[src/logic/adc_seq_pkg.sv]
package adc_seq_pkg;
  localparam int NUM_CONV = 2;
  localparam int NUM_CH   = 16;
  localparam int NUM_PAIR = 8;
  localparam int NUM_EXT  = 8;
  localparam int NUM_IRQ  = 8;
  localparam int RES_W    = 12;
  localparam int CTL_W    = 16;
  localparam int PRIO_W   = 5;
  // Channel control word layout.
  localparam int SEL_LSB  = 0;
  localparam int SEL_W    = 4;
  localparam int TRIG_LSB = 4;
  localparam int TRIG_W   = 3;
  localparam int WIN_LSB  = 7;
  localparam int WIN_W    = 9;
  // Interrupt source select word: enable bit over a channel number.
  localparam int ISRC_W   = 5;
  localparam int ISRC_EN  = 4;
  // Internal trigger codes formed as {hi bit, lo bit}.
  localparam logic [1:0] ITRIG_FIRST  = 2'h1;
  localparam logic [1:0] ITRIG_SECOND = 2'h2;
  // Multiplexer inputs.
  localparam logic [2:0] MUX_A_LAST  = 3'h6;
  localparam logic [2:0] TEMP_SENSOR = 3'h6;
  localparam logic [2:0] MUX_B_LAST  = 3'h4;
  localparam logic [2:0] LOW_REF     = 3'h4;
  // Timing.
  localparam int CLK_PERIOD_PS = 5000;
  localparam int CONV_TIME_NS  = 65;
  localparam int CONV_CYCLES   = (CONV_TIME_NS * 1000 + CLK_PERIOD_PS - 1) / CLK_PERIOD_PS;
  localparam logic [15:0] RST_CTL = 16'h0000;
  localparam logic [11:0] RST_RES = 12'h000;
  typedef enum logic [1:0] {
    TMR_IDLE    = 2'b00,
    TMR_SAMPLE  = 2'b01,
    TMR_CONVERT = 2'b10
  } tmr_state_e;
endpackage : adc_seq_pkg

[src/logic/conv_step_if.sv]
`timescale 1ns/1ps
interface conv_step_if;
  logic       go;      // Start one sample-and-convert job.
  logic [8:0] window;  // Sampling window field.
  logic       two;     // Two conversions follow one sample.
  logic       sample;  // Sample-and-hold tracking.
  logic       start;   // Conversion start pulse.
  logic       capture; // Result valid pulse.
  logic       slot;    // Which conversion of the job.
  logic       busy;    // Job in progress.
  modport ctl (output go, window, two, input sample, start, capture, slot, busy);
  modport tmr (input go, window, two, output sample, start, capture, slot, busy);
endinterface : conv_step_if

[src/logic/adc_conversion_sequencer.sv]
// Function
// - Each converter has 16 channels with own input, trigger and window.
// - Pair bit 0: channels 2k, 2k+1 run independently with own settings.
// - Pair bit 1: even control drives both, odd ignored, two results stored.
// - In a pair, even input select picks one input per multiplexer.
// - Any mix of independent channels and pairs, 16 singles to 8 pairs.
// - Eight external triggers plus two internal triggers from own first interrupts.
// - Two select words pick external or internal, and which internal interrupt.
// - External trigger field in channel control picks one of eight triggers.
// - One conversion at a time, pending channels arbitrated by priority control.
// - Two sample-and-hold units, each behind its own multiplexer.
// - Multiplexer A: six external inputs plus temperature sensor on first converter.
// - Multiplexer B: four external inputs plus low reference tied to ground.
// - Sample-and-hold units sample with the converting channel's window.
// - Sixteen result registers per converter, indexed by channel.
// - Source select maps channel completions onto eight interrupts per converter.
// - Matching interrupts of both converters are combined before delivery.

`timescale 1ns/1ps
module adc_conversion_sequencer (
  input  wire logic                    core_clk,                    // Core clock, 200 MHz.
  input  wire logic                    nrst,                        // Asynchronous reset, active low.
  input  wire logic [1:0][7:0]         ext_trigger,                 // External start triggers, unsynchronised.
  input  wire logic [1:0][15:0][15:0]  channel_conv_control,        // Per-channel control words.
  input  wire logic [1:0][7:0]         pair_mode_select,            // Pair-mode bit per channel pair.
  input  wire logic [1:0][15:0]        internal_trigger_select_lo,  // Internal source low select bit.
  input  wire logic [1:0][15:0]        internal_trigger_select_hi,  // Internal source high select bit.
  input  wire logic [1:0][4:0]         priority_control,            // Fixed-priority channel count.
  input  wire logic [1:0][7:0][4:0]    interrupt_source_select,     // Enable and channel per interrupt.
  input  wire logic [1:0][7:0]         irq_ack,                     // Clear pulses for interrupt flags.
  input  wire logic [1:0][11:0]        conv_data,                   // Converter core output data.
  output logic      [1:0][2:0]         mux_a_select,                // Multiplexer A input.
  output logic      [1:0][2:0]         mux_b_select,                // Multiplexer B input.
  output logic      [1:0]              sh_a_sample,                 // Sample-and-hold A tracking.
  output logic      [1:0]              sh_b_sample,                 // Sample-and-hold B tracking.
  output logic      [1:0]              conv_start,                  // Conversion start pulse.
  output logic      [1:0]              conv_from_b,                 // Conversion reads hold unit B.
  output logic      [1:0]              conv_busy,                   // Converter busy.
  output logic      [1:0][15:0]        pending,                     // Pending channel requests.
  output logic      [1:0][15:0][11:0]  conv_result,                 // Result registers.
  output logic      [1:0][7:0]         irq_flag,                    // Per-converter interrupt flags.
  output logic      [7:0]              conversion_done_irq          // Combined interrupts.
);
  logic rst_s1_q;
  logic rst_n;

  // Reset is released through two flops so no flop leaves reset on a ragged edge.
  // Assertion is immediate; only the release waits for the clock.
  always_ff @(posedge core_clk or negedge nrst)
  begin
    if (!nrst)
    begin
      rst_s1_q <= 1'b0;
      rst_n    <= 1'b0;
    end
    else
    begin
      rst_s1_q <= 1'b1;
      rst_n    <= rst_s1_q;
    end
  end

  genvar g;

  generate
    for (g = 0; g < adc_seq_pkg::NUM_CONV; g++)
    begin : conv
      // Trigger synchronisers and requests.
      logic [7:0]  ext_s1_q;
      logic [7:0]  ext_s2_q;
      logic [7:0]  ext_s3_q;
      logic [7:0]  ext_edge;
      logic [15:0] trig;
      logic [15:0] clr;

      // Arbitration and the job in flight.
      logic        gnt_valid;
      logic [3:0]  gnt_idx;
      logic [3:0]  gnt_sel;
      logic        take;
      logic        go_q;
      logic [3:0]  act_ch_q;
      logic        act_pair_q;
      logic        act_b_q;
      logic [15:0] act_ctl;

      // Capture pipeline and interrupt sources.
      logic        cap_q;
      logic        cap_slot_q;
      logic        res_wr_q;
      logic [3:0]  res_ch_q;
      logic [7:0]  irq_set;
      conv_step_if step ();

      // External triggers are pins: two flops first, then a rising-edge detect.
      always_ff @(posedge core_clk or negedge rst_n)
      begin
        if (!rst_n)
        begin
          ext_s1_q <= 8'h00;
          ext_s2_q <= 8'h00;
          ext_s3_q <= 8'h00;
        end
        else
        begin
          ext_s1_q <= ext_trigger[g];
          ext_s2_q <= ext_s1_q;
          ext_s3_q <= ext_s2_q;
        end
      end

      assign ext_edge = ext_s2_q & ~ext_s3_q;

      // Per-channel trigger source; an odd channel inside a pair never requests on its own.
      for (genvar c = 0; c < adc_seq_pkg::NUM_CH; c++)
      begin : ch
        logic [1:0] src;
        logic [2:0] tsel;
        assign src  = {internal_trigger_select_hi[g][c], internal_trigger_select_lo[g][c]};
        assign tsel = channel_conv_control[g][c][adc_seq_pkg::TRIG_LSB +: adc_seq_pkg::TRIG_W];

        always_comb
        begin
          if ((c % 2 == 1) && pair_mode_select[g][c / 2])
            trig[c] = 1'b0;
          else if (src == adc_seq_pkg::ITRIG_FIRST)
            trig[c] = irq_set[0];
          else if (src == adc_seq_pkg::ITRIG_SECOND)
            trig[c] = irq_set[1];
          else
            trig[c] = ext_edge[tsel];
        end

        assign clr[c] = take && (gnt_idx == 4'(c));
      end

      // Requests wait here while the converter is busy; a new trigger beats a clear.
      // Repeats merge, so one job serves every trigger seen so far.
      always_ff @(posedge core_clk or negedge rst_n)
      begin
        if (!rst_n)
          pending[g] <= 16'h0000;
        else
          pending[g] <= (pending[g] & ~clr) | trig;
      end

      // Each converter arbitrates its own queue.
      conv_arbiter arb (
        .core_clk  (core_clk),
        .rst_n     (rst_n),
        .req       (pending[g]),
        .prio      (priority_control[g]),
        .take      (take),
        .gnt_valid (gnt_valid),
        .gnt_idx   (gnt_idx)
      );

      // A grant is taken only when the timer is idle and no job is being launched.
      // A capture in flight also blocks it, as the write still reads the channel.
      assign take = gnt_valid && !step.busy && !step.capture && !go_q;

      // Odd channels in a pair are never granted, so the granted word is the even one.
      assign act_ctl = channel_conv_control[g][act_ch_q];

      // Input select of the channel offered for grant.
      assign gnt_sel = channel_conv_control[g][gnt_idx][adc_seq_pkg::SEL_LSB +: adc_seq_pkg::SEL_W];

      // Latch the granted channel and steer the multiplexers for its job.
      always_ff @(posedge core_clk or negedge rst_n)
      begin
        if (!rst_n)
        begin
          act_ch_q        <= 4'h0;
          act_pair_q      <= 1'b0;
          act_b_q         <= 1'b0;
          go_q            <= 1'b0;

          mux_a_select[g] <= 3'h0;
          mux_b_select[g] <= adc_seq_pkg::LOW_REF;
        end
        else
        begin
          go_q <= take;

          if (take)
          begin
            act_ch_q   <= gnt_idx;
            act_pair_q <= pair_mode_select[g][gnt_idx[3:1]];
            act_b_q    <= gnt_sel[3] && !pair_mode_select[g][gnt_idx[3:1]];

            // The temperature sensor exists only on the first converter.
            if (gnt_sel[2:0] > adc_seq_pkg::MUX_A_LAST
                || (g != 0 && gnt_sel[2:0] == adc_seq_pkg::TEMP_SENSOR))
              mux_a_select[g] <= 3'h0;
            else
              mux_a_select[g] <= gnt_sel[2:0];

            // Out-of-range B selections fall back to the grounded low reference.
            if (gnt_sel[2:0] > adc_seq_pkg::MUX_B_LAST)
              mux_b_select[g] <= adc_seq_pkg::LOW_REF;
            else
              mux_b_select[g] <= gnt_sel[2:0];
          end
        end
      end

      // The timer latches the window when go is seen.
      assign step.go     = go_q;
      assign step.window = act_ctl[adc_seq_pkg::WIN_LSB +: adc_seq_pkg::WIN_W];
      assign step.two    = act_pair_q;

      // One timer per converter sequences each job.
      conv_timer tmr (
        .core_clk (core_clk),
        .rst_n    (rst_n),
        .step     (step.tmr)
      );

      // Hold-unit and converter controls; a pair samples A and B at the same instant.
      always_ff @(posedge core_clk or negedge rst_n)
      begin
        if (!rst_n)
        begin
          sh_a_sample[g] <= 1'b0;
          sh_b_sample[g] <= 1'b0;
          conv_start[g]  <= 1'b0;
          conv_from_b[g] <= 1'b0;
          conv_busy[g]   <= 1'b0;

          cap_q          <= 1'b0;
          cap_slot_q     <= 1'b0;
        end
        else
        begin
          sh_a_sample[g] <= step.sample && (act_pair_q || !act_b_q);
          sh_b_sample[g] <= step.sample && (act_pair_q || act_b_q);

          conv_start[g]  <= step.start;
          if (step.start)
            conv_from_b[g] <= act_b_q || (act_pair_q && step.slot);

          conv_busy[g]   <= step.busy || go_q;
          cap_q          <= step.capture;
          cap_slot_q     <= step.slot;
        end
      end

      // Results go to the register named after the channel; the second of a pair goes odd.
      always_ff @(posedge core_clk or negedge rst_n)
      begin
        if (!rst_n)
        begin
          conv_result[g] <= {adc_seq_pkg::NUM_CH{adc_seq_pkg::RST_RES}};
          res_wr_q       <= 1'b0;
          res_ch_q       <= 4'h0;
        end
        else
        begin
          res_wr_q <= cap_q;

          if (cap_q)
          begin
            res_ch_q <= {act_ch_q[3:1], act_ch_q[0] | cap_slot_q};
            conv_result[g][{act_ch_q[3:1], act_ch_q[0] | cap_slot_q}] <= conv_data[g];
          end
        end
      end

      // Each interrupt fires when its mapped channel's result has just been written.
      for (genvar k = 0; k < adc_seq_pkg::NUM_IRQ; k++)
      begin : irq
        assign irq_set[k] = res_wr_q
                            && interrupt_source_select[g][k][adc_seq_pkg::ISRC_EN]
                            && (interrupt_source_select[g][k][3:0] == res_ch_q);
      end

      // Sticky flags; a completion in the acknowledge cycle keeps the flag set.
      // Acknowledge comes from the same clock, so it is used as is.
      always_ff @(posedge core_clk or negedge rst_n)
      begin
        if (!rst_n)
          irq_flag[g] <= 8'h00;
        else
          irq_flag[g] <= (irq_flag[g] & ~irq_ack[g]) | irq_set;
      end
    end

  endgenerate

  // Both converters must have flagged an interrupt before it is delivered.
  // Sticky flags let the slower converter catch up.
  always_ff @(posedge core_clk or negedge rst_n)
  begin
    if (!rst_n)
      conversion_done_irq <= 8'h00;
    else
      conversion_done_irq <= irq_flag[0] & irq_flag[1];
  end
endmodule : adc_conversion_sequencer

[src/logic/conv_arbiter.sv]
`timescale 1ns/1ps
module conv_arbiter (
  input  wire logic        core_clk,   // Core clock.
  input  wire logic        rst_n,      // Synchronised reset.
  input  wire logic [15:0] req,        // Pending channels.
  input  wire logic [4:0]  prio,       // Channels below this are fixed priority.
  input  wire logic        take,       // Grant accepted this cycle.
  output logic             gnt_valid,  // Some channel granted.
  output logic [3:0]       gnt_idx     // Granted channel.
);
  logic [3:0] rr_q;
  logic [3:0] idx;
  logic       hit;

  // Fixed-priority part first, then round robin from the channel after the last winner.
  always_comb
  begin
    gnt_valid = 1'b0;
    gnt_idx   = 4'h0;
    hit       = 1'b0;
    idx       = 4'h0;
    for (int i = 0; i < 16; i++)
    begin
      if (!hit && req[i] && (5'(i) < prio))
      begin
        hit     = 1'b1;
        gnt_idx = 4'(i);
      end
    end
    for (int i = 1; i <= 16; i++)
    begin
      idx = rr_q + 4'(i);
      if (!hit && req[idx] && ({1'b0, idx} >= prio))
      begin
        hit     = 1'b1;
        gnt_idx = idx;
      end
    end
    gnt_valid = hit;
  end

  // Round-robin pointer follows every accepted grant.
  always_ff @(posedge core_clk or negedge rst_n)
  begin
    if (!rst_n)
      rr_q <= 4'hF;
    else if (take)
      rr_q <= gnt_idx;
  end
endmodule : conv_arbiter

[src/logic/conv_timer.sv]
`timescale 1ns/1ps
module conv_timer (
  input  wire logic   core_clk, // Core clock.
  input  wire logic   rst_n,    // Synchronised reset.
  conv_step_if.tmr    step      // Job handshake.
);
  adc_seq_pkg::tmr_state_e state_q;
  logic [8:0] cnt_q;

  // Window w holds the sample-and-hold for w+1 cycles, then one or two conversions run.
  always_ff @(posedge core_clk or negedge rst_n)
  begin
    if (!rst_n)
    begin
      state_q      <= adc_seq_pkg::TMR_IDLE;
      cnt_q        <= 9'h000;
      step.sample  <= 1'b0;
      step.start   <= 1'b0;
      step.capture <= 1'b0;
      step.slot    <= 1'b0;
      step.busy    <= 1'b0;
    end
    else
    begin
      step.start   <= 1'b0;
      step.capture <= 1'b0;
      case (state_q)
        adc_seq_pkg::TMR_IDLE:
        begin
          if (step.go)
          begin
            state_q     <= adc_seq_pkg::TMR_SAMPLE;
            cnt_q       <= step.window;
            step.sample <= 1'b1;
            step.slot   <= 1'b0;
            step.busy   <= 1'b1;
          end
        end
        adc_seq_pkg::TMR_SAMPLE:
        begin
          if (cnt_q == 9'h000)
          begin
            state_q     <= adc_seq_pkg::TMR_CONVERT;
            cnt_q       <= 9'(adc_seq_pkg::CONV_CYCLES - 1);
            step.sample <= 1'b0;
            step.start  <= 1'b1;
            step.slot   <= step.two && !step.sample;
          end
          else
            cnt_q <= cnt_q - 9'h001;
        end
        adc_seq_pkg::TMR_CONVERT:
        begin
          // Only one conversion at a time; a pair converts its second input afterwards.
          if (cnt_q == 9'h000)
          begin
            step.capture <= 1'b1;
            if (step.two && !step.slot)
            begin
              // A short wait lets the first result be stored before the inputs switch.
              state_q <= adc_seq_pkg::TMR_SAMPLE;
              cnt_q   <= 9'h001;
            end
            else
            begin
              state_q   <= adc_seq_pkg::TMR_IDLE;
              step.busy <= 1'b0;
            end
          end
          else
            cnt_q <= cnt_q - 9'h001;
        end
        default:
        begin
          state_q   <= adc_seq_pkg::TMR_IDLE;
          step.busy <= 1'b0;
        end
      endcase
    end
  end
endmodule : conv_timer

[config.mk]
export PLATFORM = sky130hd
export DESIGN_NAME = adc_conversion_sequencer
export DESIGN_NICKNAME = d
export VERILOG_FILES = /design/src/logic/adc_seq_pkg.sv /design/src/logic/conv_step_if.sv /design/src/logic/adc_conversion_sequencer.sv /design/src/logic/conv_arbiter.sv /design/src/logic/conv_timer.sv
export SDC_FILE = /design/constraint.sdc
export NUM_CORES = 1
export LEC_CHECK = 0
export BUFFER_PORTS_ARGS = -buffer_cell sky130_fd_sc_hd__buf_4
export CAP_MARGIN = 20
export CORE_AREA = 2 2 468 470
export CTS_CLUSTER_SIZE = 25
export DETAILED_ROUTE_END_ITERATION = 8
export DIE_AREA = 0 0 470 472
export HOLD_SLACK_MARGIN = 0.02
export SLEW_MARGIN = 20
export SYNTH_ARGS = -nofsm -noshare
export SYNTH_HDL_FRONTEND = slang
export SYNTH_SLANG_ARGS = --single-unit
[constraint.sdc]
create_clock -name core_clk -period 47 [get_ports core_clk]
set_input_delay 7.05 -clock core_clk [delete_from_list [all_inputs] [get_ports core_clk]]
set_output_delay 7.05 -clock core_clk [all_outputs]
set_load 0.01 [all_outputs]
# Word-level counts from Yosys, hierarchy flattened
# Cells that the tools add are included.
# word_totals
reg_bits	580
inputBits	740
out_inout_bits	462
# op_classes
add_sub_neg	32
n_lt_le_gt_ge	142
n_eq_ne	125
mux	400
n_bitwise	21
n_reduce_logical	313
# ops
op	n
192-bit bitwise mux	2
16-bit binary-select mux with 4-bit select	4
4-bit 2-to-1 mux	62
1-bit 2-to-1 mux	232
1-bit logical AND	210
4-bit by 5-bit less-than comparator with 1-bit output (second input constant)	38
4-bit by 5-bit >= comparator with 1-bit output	32
3-bit by 4-bit less-than comparator with 1-bit output (second input constant)	34
1-bit binary-select mux with 4-bit select	32
1-bit binary-select mux with 3-bit select	34
12-bit demux with 4-bit select	2
4-bit by 5-bit less-than comparator with 1-bit output (first input constant)	16
1-bit zero test	76
9-bit 2-to-1 mux	8
2-bit by 1-bit equality test with 1-bit output (second input constant)	34
2-bit equality test (second input constant)	34
4-bit adder (second input constant)	16
4-bit equality test	16
4-bit equality test (second input constant)	16
9-bit case mux with 3 select lines	2
8-bit AND	5
3-bit by 5-bit less-than comparator with 1-bit output (first input constant)	8
4-bit by 3-bit adder with 4-bit output (second input constant)	8
16-bit AND	2
other kinds (35)	110

# Depth between registers and ports, before layout
# Gate-level depths: netlist of run 1.
# depth
depth_word	134
depth_mapped	25
mapped_depth_nobuf	20

# By module
# From an unflattened synthesis of run 1, not the netlist that was laid out.
# unflattened
hier_cells	3083
hier_area_um2	36590.1
# by_module_without_submodules
mod	n_inst	cells_per_inst	area_each_um2	seq_area_each_um2
adc_conversion_sequencer	1	1840	26838.2	13490.4
conv_arbiter	2	500	3758.6	105.1
conv_timer (conv[0].tmr)	1	124	1153.6	400.4
conv_timer (conv[1].tmr)	1	119	1081.0	400.4

# Worst setup path after synthesis of run 1
# OpenSTA, ideal clock, no wires.
# synth_timing
path_kind	input to register
from	in priority_control[1] (netlist name)
to	reg conv[0].act_b_q
arrival_ns	11.123
required_ns	46.890
setup_slack_ns	35.767
cell_stages	20
n_path_buf	4
path_cell_list	clkbuf_1 > inv_1 > ha_1 > a21boi_0 > o21a_1 > o211a_1 > o22a_1 > nand4bb_1 > buf_2 > nor4_2 > buf_4 > o21ai_1 > o221ai_1 > o21ai_1 > a211oi_4 > buf_6 > mux2_2 > o22ai_1 > o21ai_1 > o41ai_1
# synth_between
elab_chain_len	131
word_cells_on_any_way	198
# synth_rtl
item	line_no	source
start: declaration	adc_conversion_sequencer.sv:28	input wire logic [1:0][4:0] priority_control,
1-bit by 5-bit less-than comparator with 1-bit output	conv_arbiter.sv:24	if (!hit && req[i] && (5'(i) < prio))
1-bit logical AND	conv_arbiter.sv:24	
1-bit 2-to-1 mux	conv_arbiter.sv:24	
1-bit zero test	conv_arbiter.sv:24	
1-bit logical AND (2 in series)	conv_arbiter.sv:24	
1-bit 2-to-1 mux	conv_arbiter.sv:24	
1-bit zero test	conv_arbiter.sv:24	
1-bit logical AND (2 in series)	conv_arbiter.sv:24	
(+112 left out)	-	
1-bit 2-to-1 mux	conv_arbiter.sv:33	if (!hit && req[idx] && ({1'b0, idx} >= prio))
1-bit zero test	conv_arbiter.sv:33	
1-bit logical AND (2 in series)	conv_arbiter.sv:33	
4-bit 2-to-1 mux	conv_arbiter.sv:33	
1-bit binary-select mux with 3-bit select	adc_conversion_sequencer.sv:189	act_b_q <= gnt_sel[3] && !pair_mode_select[g][gnt_idx[3:1]];
1-bit 2-to-1 mux (implied by the code)	adc_conversion_sequencer.sv:189	
1-bit zero test	adc_conversion_sequencer.sv:189	
1-bit logical AND	adc_conversion_sequencer.sv:189	
end signal: assignment	adc_conversion_sequencer.sv:189	
end: declaration	adc_conversion_sequencer.sv:84	logic act_b_q;
# Several ways; a longest one is shown, not always the timed one. The select of a mux whose other input is x is not followed.
# A chain may end at the register's enable or synchronous reset.

# Worst setup path after layout of run 1
# layout_timing
from	in priority_control[9] (netlist name)
to	reg pending[18] (netlist name)
# layout_between
elab_chain_len	134
word_cells_on_any_way	197
# layout_rtl
item	line_no	source
1-bit by 5-bit less-than comparator with 1-bit output	conv_arbiter.sv:24	
1-bit logical AND	conv_arbiter.sv:24	
1-bit 2-to-1 mux	conv_arbiter.sv:24	
1-bit zero test	conv_arbiter.sv:24	
1-bit logical AND (2 in series)	conv_arbiter.sv:24	
1-bit 2-to-1 mux	conv_arbiter.sv:24	
1-bit zero test	conv_arbiter.sv:24	
1-bit logical AND (2 in series)	conv_arbiter.sv:24	
(+113 left out)	-	
1-bit zero test	conv_arbiter.sv:33	
1-bit logical AND (2 in series)	conv_arbiter.sv:33	
1-bit 2-to-1 mux	conv_arbiter.sv:33	
1-bit logical AND (3 in series)	adc_conversion_sequencer.sv:160	assign take = gnt_valid && !step.busy && !step.capture && !go_q;
1-bit logical AND *	adc_conversion_sequencer.sv:134	assign clr[c] = take && (gnt_idx == 4'(c));
16-bit NOT *	adc_conversion_sequencer.sv:144	pending[g] <= (pending[g] & ~clr) | trig;
16-bit AND *	adc_conversion_sequencer.sv:144	
16-bit bitwise OR *	adc_conversion_sequencer.sv:144	
end signal: indexed assignment	adc_conversion_sequencer.sv:144	
end: declaration	adc_conversion_sequencer.sv:39	output logic [1:0][15:0] pending,
# Every way passes the cells marked *; elsewhere a longest branch is shown, timed or not.

==> results of run 1 <==
==> path summary, 6_finish.rpt <==
check                      slack, ns             endpoint                 from
min                             0.34  conv[0].ext_s2_q[6]  conv[0].ext_s1_q[6]
max reg2reg                    38.89          pending[18]  conv[1].arb.rr_q[0]
min in group asynchronous       0.40        conv[0].cap_q                rst_n
max in group asynchronous      40.77                rst_n                 nrst
max                            34.99          pending[18]  priority_control[9]
min reg2reg                     0.34  conv[0].ext_s2_q[6]  conv[0].ext_s1_q[6]
==> power by group through the flow <==
| stage | sequential (W) | clock, W | combinational (W) |
|---|---|---|---|
| after floorplan | 0.000592 | 0 | 0.000624 |
| after global placement | 0.000627 | 0 | 0.000933 |
| after detailed placement | 0.000628 | 0 | 0.000940 |
| after CTS | 0.000620 | 0.000607 | 0.000944 |
| after global routing | 0.000627 | 0.000625 | 0.00102 |
| final | 0.000620 | 0.000587 | 0.000951 |
==> metal layers <==
layer,routed length [µm],global-route usage
met5,234,0
met2,88500,0.266
met3,24800,0.0749
met1,88100,0.238
met4,7510,0.0639
==> layout make-up <==
cell class,count,share of cell area
multi-input cells,2156,0.399
flip-flops and latches,579,0.286
repair buffers,1265,0.187
well taps,2854,0.0704
clock buffers,102,0.0403
clock inverters,28,0.00802
inverters,101,0.00748
diodes,33,0.00163
==> cell usage in the layout (no fill, tap or decap), drive strengths merged, types with 16 or more instances in the layout <==
cell / n
buf: 1264
dfrtp: 569
mux2: 445
mux4: 224
nand2: 185
o21ai: 158
nor2: 128
a21oi: 106
clkbuf: 103
inv: 101
ha: 84
nand3: 66
xnor2: 66
mux2i: 63
nor2b: 59
nor3: 48
a211oi: 37
diode: 33
nand2b: 31
a2111oi: 28
o31ai: 25
o22ai: 24
o211ai: 24
a21o: 21
clkinv: 21
a221oi: 20
nor3b: 20
and2: 18
and3: 18
nor4: 18
a31oi: 16
nand4: 16
==> logic make-up (layout without fill, tap and decap cells) <==
group	count (synthesis)	count (layout)	synth area share
XOR/XNOR	80	80	0.0208
buffers and inverters	291	1496	0.0343
adder cells (fa/ha/maj)	84	84	0.0293
AND/OR/NAND/NOR	658	658	0.0959
AO/OA/AOI/OAI	601	601	0.116
multiplexers	732	732	0.299
flip-flops	579	579	0.405
other	1	34	0.000105
==> critical path: stages <==
cell and delay (ns):
buf_4 0.24, or3_1 0.45, o31a_1 0.33, nor4_4 0.41, nand4_1 0.33, nor4_4 0.73, nand3_1 0.41, a2111oi_2 0.38
a2111oi_1 0.15, a21oi_4 0.81, nand2_1 0.20, nor2_1 0.61, nand2_1 0.13, a221o_1 0.32
==> per-stage QoR <==
| stage | cells | area (µm²) |
|---|---|---|
| 2_1_floorplan | 3026 | 35800 |
| 3_3_place_gp | 6954 | 48200 |
| 3_5_place_dp | 6954 | 48200 |
| 4_1_cts | 7084 | 50600 |
| 5_1_grt | 7093 | 50600 |
| 6_report | 7118 | 50700 |
==> state kept, by name, summed over array words and instances (netlist names), 16 cells and up <==
register and flops:
conv.ext_s3_q 16, irq_flag 16, conv_result 384, conv.ext_s2_q 16
pending 32, conv.tmr.cnt_q 18, conv.ext_s1_q 16
==> flow_summary.ini, run 1 <==
[yosys]
postSynth.asyncResetShare = 1.00
synth_area_leader_cell = dfrtp_1
avgSynthCellArea_um2 = 11.8
yosysSeqAreaShare = 0.405
synth_edf_count = 0
synth_common_cells = dfrtp_1 (569), mux2_2 (443), mux4_2 (217)
ys_top_cells_by_area = dfrtp_1 (40%), mux2_2 (14%), mux4_2 (14%)
syn_inst = 3026
synth_seq_cells = 579
yosysWarnings = 0
syn-num-nets = 3850
synth_ff_type = dfrtp_1
synth_cell_type_count = 113
netlist_area_um2 = 35800
netlist.area_leader.share = 0.397
synth_most_common_cell = dfrtp_1

[global_route]
grt.total_usage = 0.182
grt_pass1_wl_um = 283000
antenna_found_initial = 82
overflow = 0
grt_start_max_net_pins = 76
grt_pass1_vias = 33000

[floorplan]
coreArea_um2 = 217000
num_rows = 171
start_util = 0.166
die_area_um2 = 222000
die_h_um = 472
fp.dieW_um = 470
io_pins = 1202

[drt]
viasPerCell = 4.63
wl_per_cell_um = 29.4
ant_nets = 0
drt_pass1_iterations = 6
drtIter0Drc = 2883
drt_wl_total_um = 209000
remaining_drc_errors = 0
vias = 33000

[hold_path]
whs_path_depth = 0
hp-class = flip-flop to flip-flop

[sta]
maxSlewViolCount = 0
period_minus_slack_ns = 12.01
setup_viol = 0
finalHoldViolCount = 0
relSlewSlack = 0.231
fmax_ghz = 0.0833
tightest_slew_ns = 1.15
whs_ns = 0.341
layout_setup_ws_ns = 34.99
setup_tns_ns = 0
clock_skew_ns = 0.0453
rsz0062_at_grt = no
fin_crit_sh = 0.256

[pwr]
powerDensity_nw_per_um2 = 42.6
clkPwrFrac = 0.272
finalPower_w = 0.00216
p_switching_w = 0.000879
max-vdd-ir-drop_mv = 0.0333
p_comb_frac = 0.441
switching_share = 0.407
total_leakage_power_nw = 21.9
seqPwrFrac = 0.287
p_int_w = 0.00128

[clocking]
cts_sinks = 579
htreeDepth = 3
cts_tree = yes
clockRootBuffer = clkbuf_16
holdBufCountCts = 0
clkTransAtPathRegs_ns = 0.06
cts_buffer_depth = 3
clock_latency_ns = 0.71
cts_buffers = 73
cts_resized = 0
cts_setup_buffers = 0

[place]
dp_hpwl_um = 172000
pre_cts_ws_ns = 34.44
port_buffers = 1201
globalplace.congestion = 0.985

[setup_path]
cp.arrival_ns = 12.56
critical_path_required_ns = 47.55
startpoint_type = input port
crit_path_max_fanout = 35
crit_path_end_kind = flip-flop
reg2reg_depth = 15
crit_type = input port to flip-flop

[finish]
syn2layout_area_growth_pct = 41.5
fill_cells = 23100
multi_input_area_um2 = 20200
layout.nets = 5000
drive_gt1_frac = 0.504
final_core_util = 0.234
register_area_um2 = 14500

[flow_run]
cap_violations = 0

[status]
outcome = complete, no violations
Note: power is estimated with default switching activity, not from simulation.
==> inputs of run 2 (changes only) <==
==> constraint.sdc (replaced) <==
create_clock -name core_clk -period 12.3 [get_ports core_clk]
set_input_delay 1.845 -clock core_clk [delete_from_list [all_inputs] [get_ports core_clk]]
set_output_delay 1.845 -clock core_clk [all_outputs]
set_load 0.01 [all_outputs]
==> run 2 against run 1 <==
  * Via count rose by 0.36%
  * Final cell count down 0.14%
  * Flip-flop and latch count unchanged
  * Worst hold slack improved by 0.012 ns
  * First-iteration DRC count grew 6.3%
  * Clock skew up 0.032 ns
  * Global-route usage is 0.47 points lower
  * Die area stayed put
  * Sequential power rose to 3.9 times the previous value
  * Critical path type is now flip-flop to flip-flop
  * Largest power group unchanged
  * Highest routed layer unchanged
==> flow_summary.ini, run 2 (same netlist as run 1, synthesis figures left out) <==
[status]
outcome = complete, no violations

[place]
dp_hpwl_um = 167000
port_buffers = 1201
globalplace.congestion = 1.02
dpl_cell_area_um2 = 48100

[clocking]
clockRootBuffer = clkbuf_16
cts_buffer_depth = 3
cts_sinks = 579
clock_latency_ns = 0.72
cts_tree = yes
clkTransAtPathRegs_ns = 0.05
holdBufCountCts = 0
htreeDepth = 3
cts_resized = 0
cts_buffers = 71
cts_setup_buffers = 0

[drt]
drtIter0Drc = 3064
drt_pass1_iterations = 6
ant_nets = 0
wl_per_cell_um = 28.7
drt_wl_total_um = 204000
remaining_drc_errors = 0
viasPerCell = 4.66
vias = 33100

[finish]
register_area_um2 = 14500
drive_gt1_frac = 0.504
multi_input_area_um2 = 20200
layout.nets = 4991
final_core_util = 0.234
biggestRegsByFlops = conv_result (384), pending (32), conv.tmr.cnt_q (18)
largest_register_ffs = 384
final_cell_mix = buf_4 (1,258), dfrtp_1 (563), mux2_2 (443)
mostFrequentLayoutCell = buf_4
regMostFlops = conv_result
fill_cells = 23200
syn2layout_area_growth_pct = 41.2
design_area_um2 = 50600

[sta]
maxSlewViolCount = 0
clock_skew_ns = 0.0773
setup_viol = 0
period_minus_slack_ns = 8.09
finalHoldViolCount = 0
fmax_ghz = 0.124
whs_ns = 0.353
relSlewSlack = 0.185
tightest_slew_ns = 1.22
rsz0062_at_grt = no
fin_crit_sh = 0.658
setup_tns_ns = 0

[setup_path]
crit_type = flip-flop to flip-flop
r2r_slack_ns = 4.21
startpoint_type = flip-flop
critical_path_required_ns = 12.85
cp.arrival_ns = 8.64
crit_path_end_kind = flip-flop
crit_path_max_fanout = 34

[floorplan]
die_h_um = 472
fp.dieW_um = 470
num_rows = 171
coreArea_um2 = 217000
die_area_um2 = 222000
start_util = 0.166
io_pins = 1202

[pwr]
total_leakage_power_nw = 21.9
finalPower_w = 0.00817
max-vdd-ir-drop_mv = 0.110
powerDensity_nw_per_um2 = 161

[global_route]
grt_pass1_wl_um = 277000
antenna_found_initial = 82
grt_start_max_net_pins = 76
grt.total_usage = 0.177
grt_pass1_vias = 32900
overflow = 0

[hold_path]
hp-class = flip-flop to flip-flop

[flow_run]
cap_violations = 0
run 2: changes by cell type in the layout (fill, tap and decap cells not counted), sizes merged:
| cell | delta |
|---|---|
| clkinv | +7 |
| buf | -6 |
| clkbuf | -6 |
| clkinvlp | -2 |
| inv | -2 |
| diode | -1 |
run 2: report_power, final:
part | internal [W] | switching, W | leakage [nW]
logic | 0.00154 | 0.00202 | 13.5
registers | 0.00207 | 0.000320 | 7.18
clock network | 0.00125 | 0.000969 | 1.19
total | 0.00486 | 0.00331 | 21.9
run 2: metal layers:
layer | track usage | share of wire
met1 | 0.217 | 0.40
met5 | 0 | 0.0020
met3 | 0.0970 | 0.14
met2 | 0.263 | 0.43
met4 | 0.0552 | 0.033
run 2: worst paths after layout:
check                                     from                  end  depth (start not counted)
setup / recovery           conv[0].arb.rr_q[1]      mux_a_select[1]                         17
hold / removal             conv[1].ext_s1_q[1]  conv[1].ext_s2_q[1]                          0
setup reg to reg           conv[0].arb.rr_q[1]      mux_a_select[1]                         17
hold reg to reg            conv[1].ext_s1_q[1]  conv[1].ext_s2_q[1]                          0
max in group asynchronous                rst_n     conv_result[334]                          3
min in group asynchronous                rst_n        conv[0].cap_q                          0
run 2: layout make-up:
cell class,instances,share of cell area
clock buffer,97,0.0398
antenna,32,0.00158
inverter,101,0.00749
clock inverter,31,0.00823
sequential,579,0.287
timing repair buffer,1258,0.187
multi-input combinational,2156,0.399
tap,2854,0.0705
run 2: worst max-delay path, cell delays in order, from the launching register on:
cell	delay (ns)
dfstp_2	1.03
clkinv_1	0.60
ha_1	1.05
ha_1	0.39
a21boi_0	0.13
o21a_1	0.19
o211a_1	0.23
o22a_1	0.31
nand4bb_1	0.53
nor4_2	0.91
nand4b_1	0.34
nand4_1	0.21
nand2_2	0.57
mux2i_1	0.29
mux2_2	0.31
o22ai_1	0.48
nor2_1	0.13
o31ai_1	0.25
run 2: through the flow:
| stage | worst slack [ns] | instances |
|---|---|---|
| floorplan | 2.89 | 3026 |
| global placement | 4.44 | 6948 |
| detailed placement | 4.32 | 6948 |
| CTS | 4.30 | 7076 |
| global route | 3.71 | 7079 |
| finish | 4.21 | 7108 |
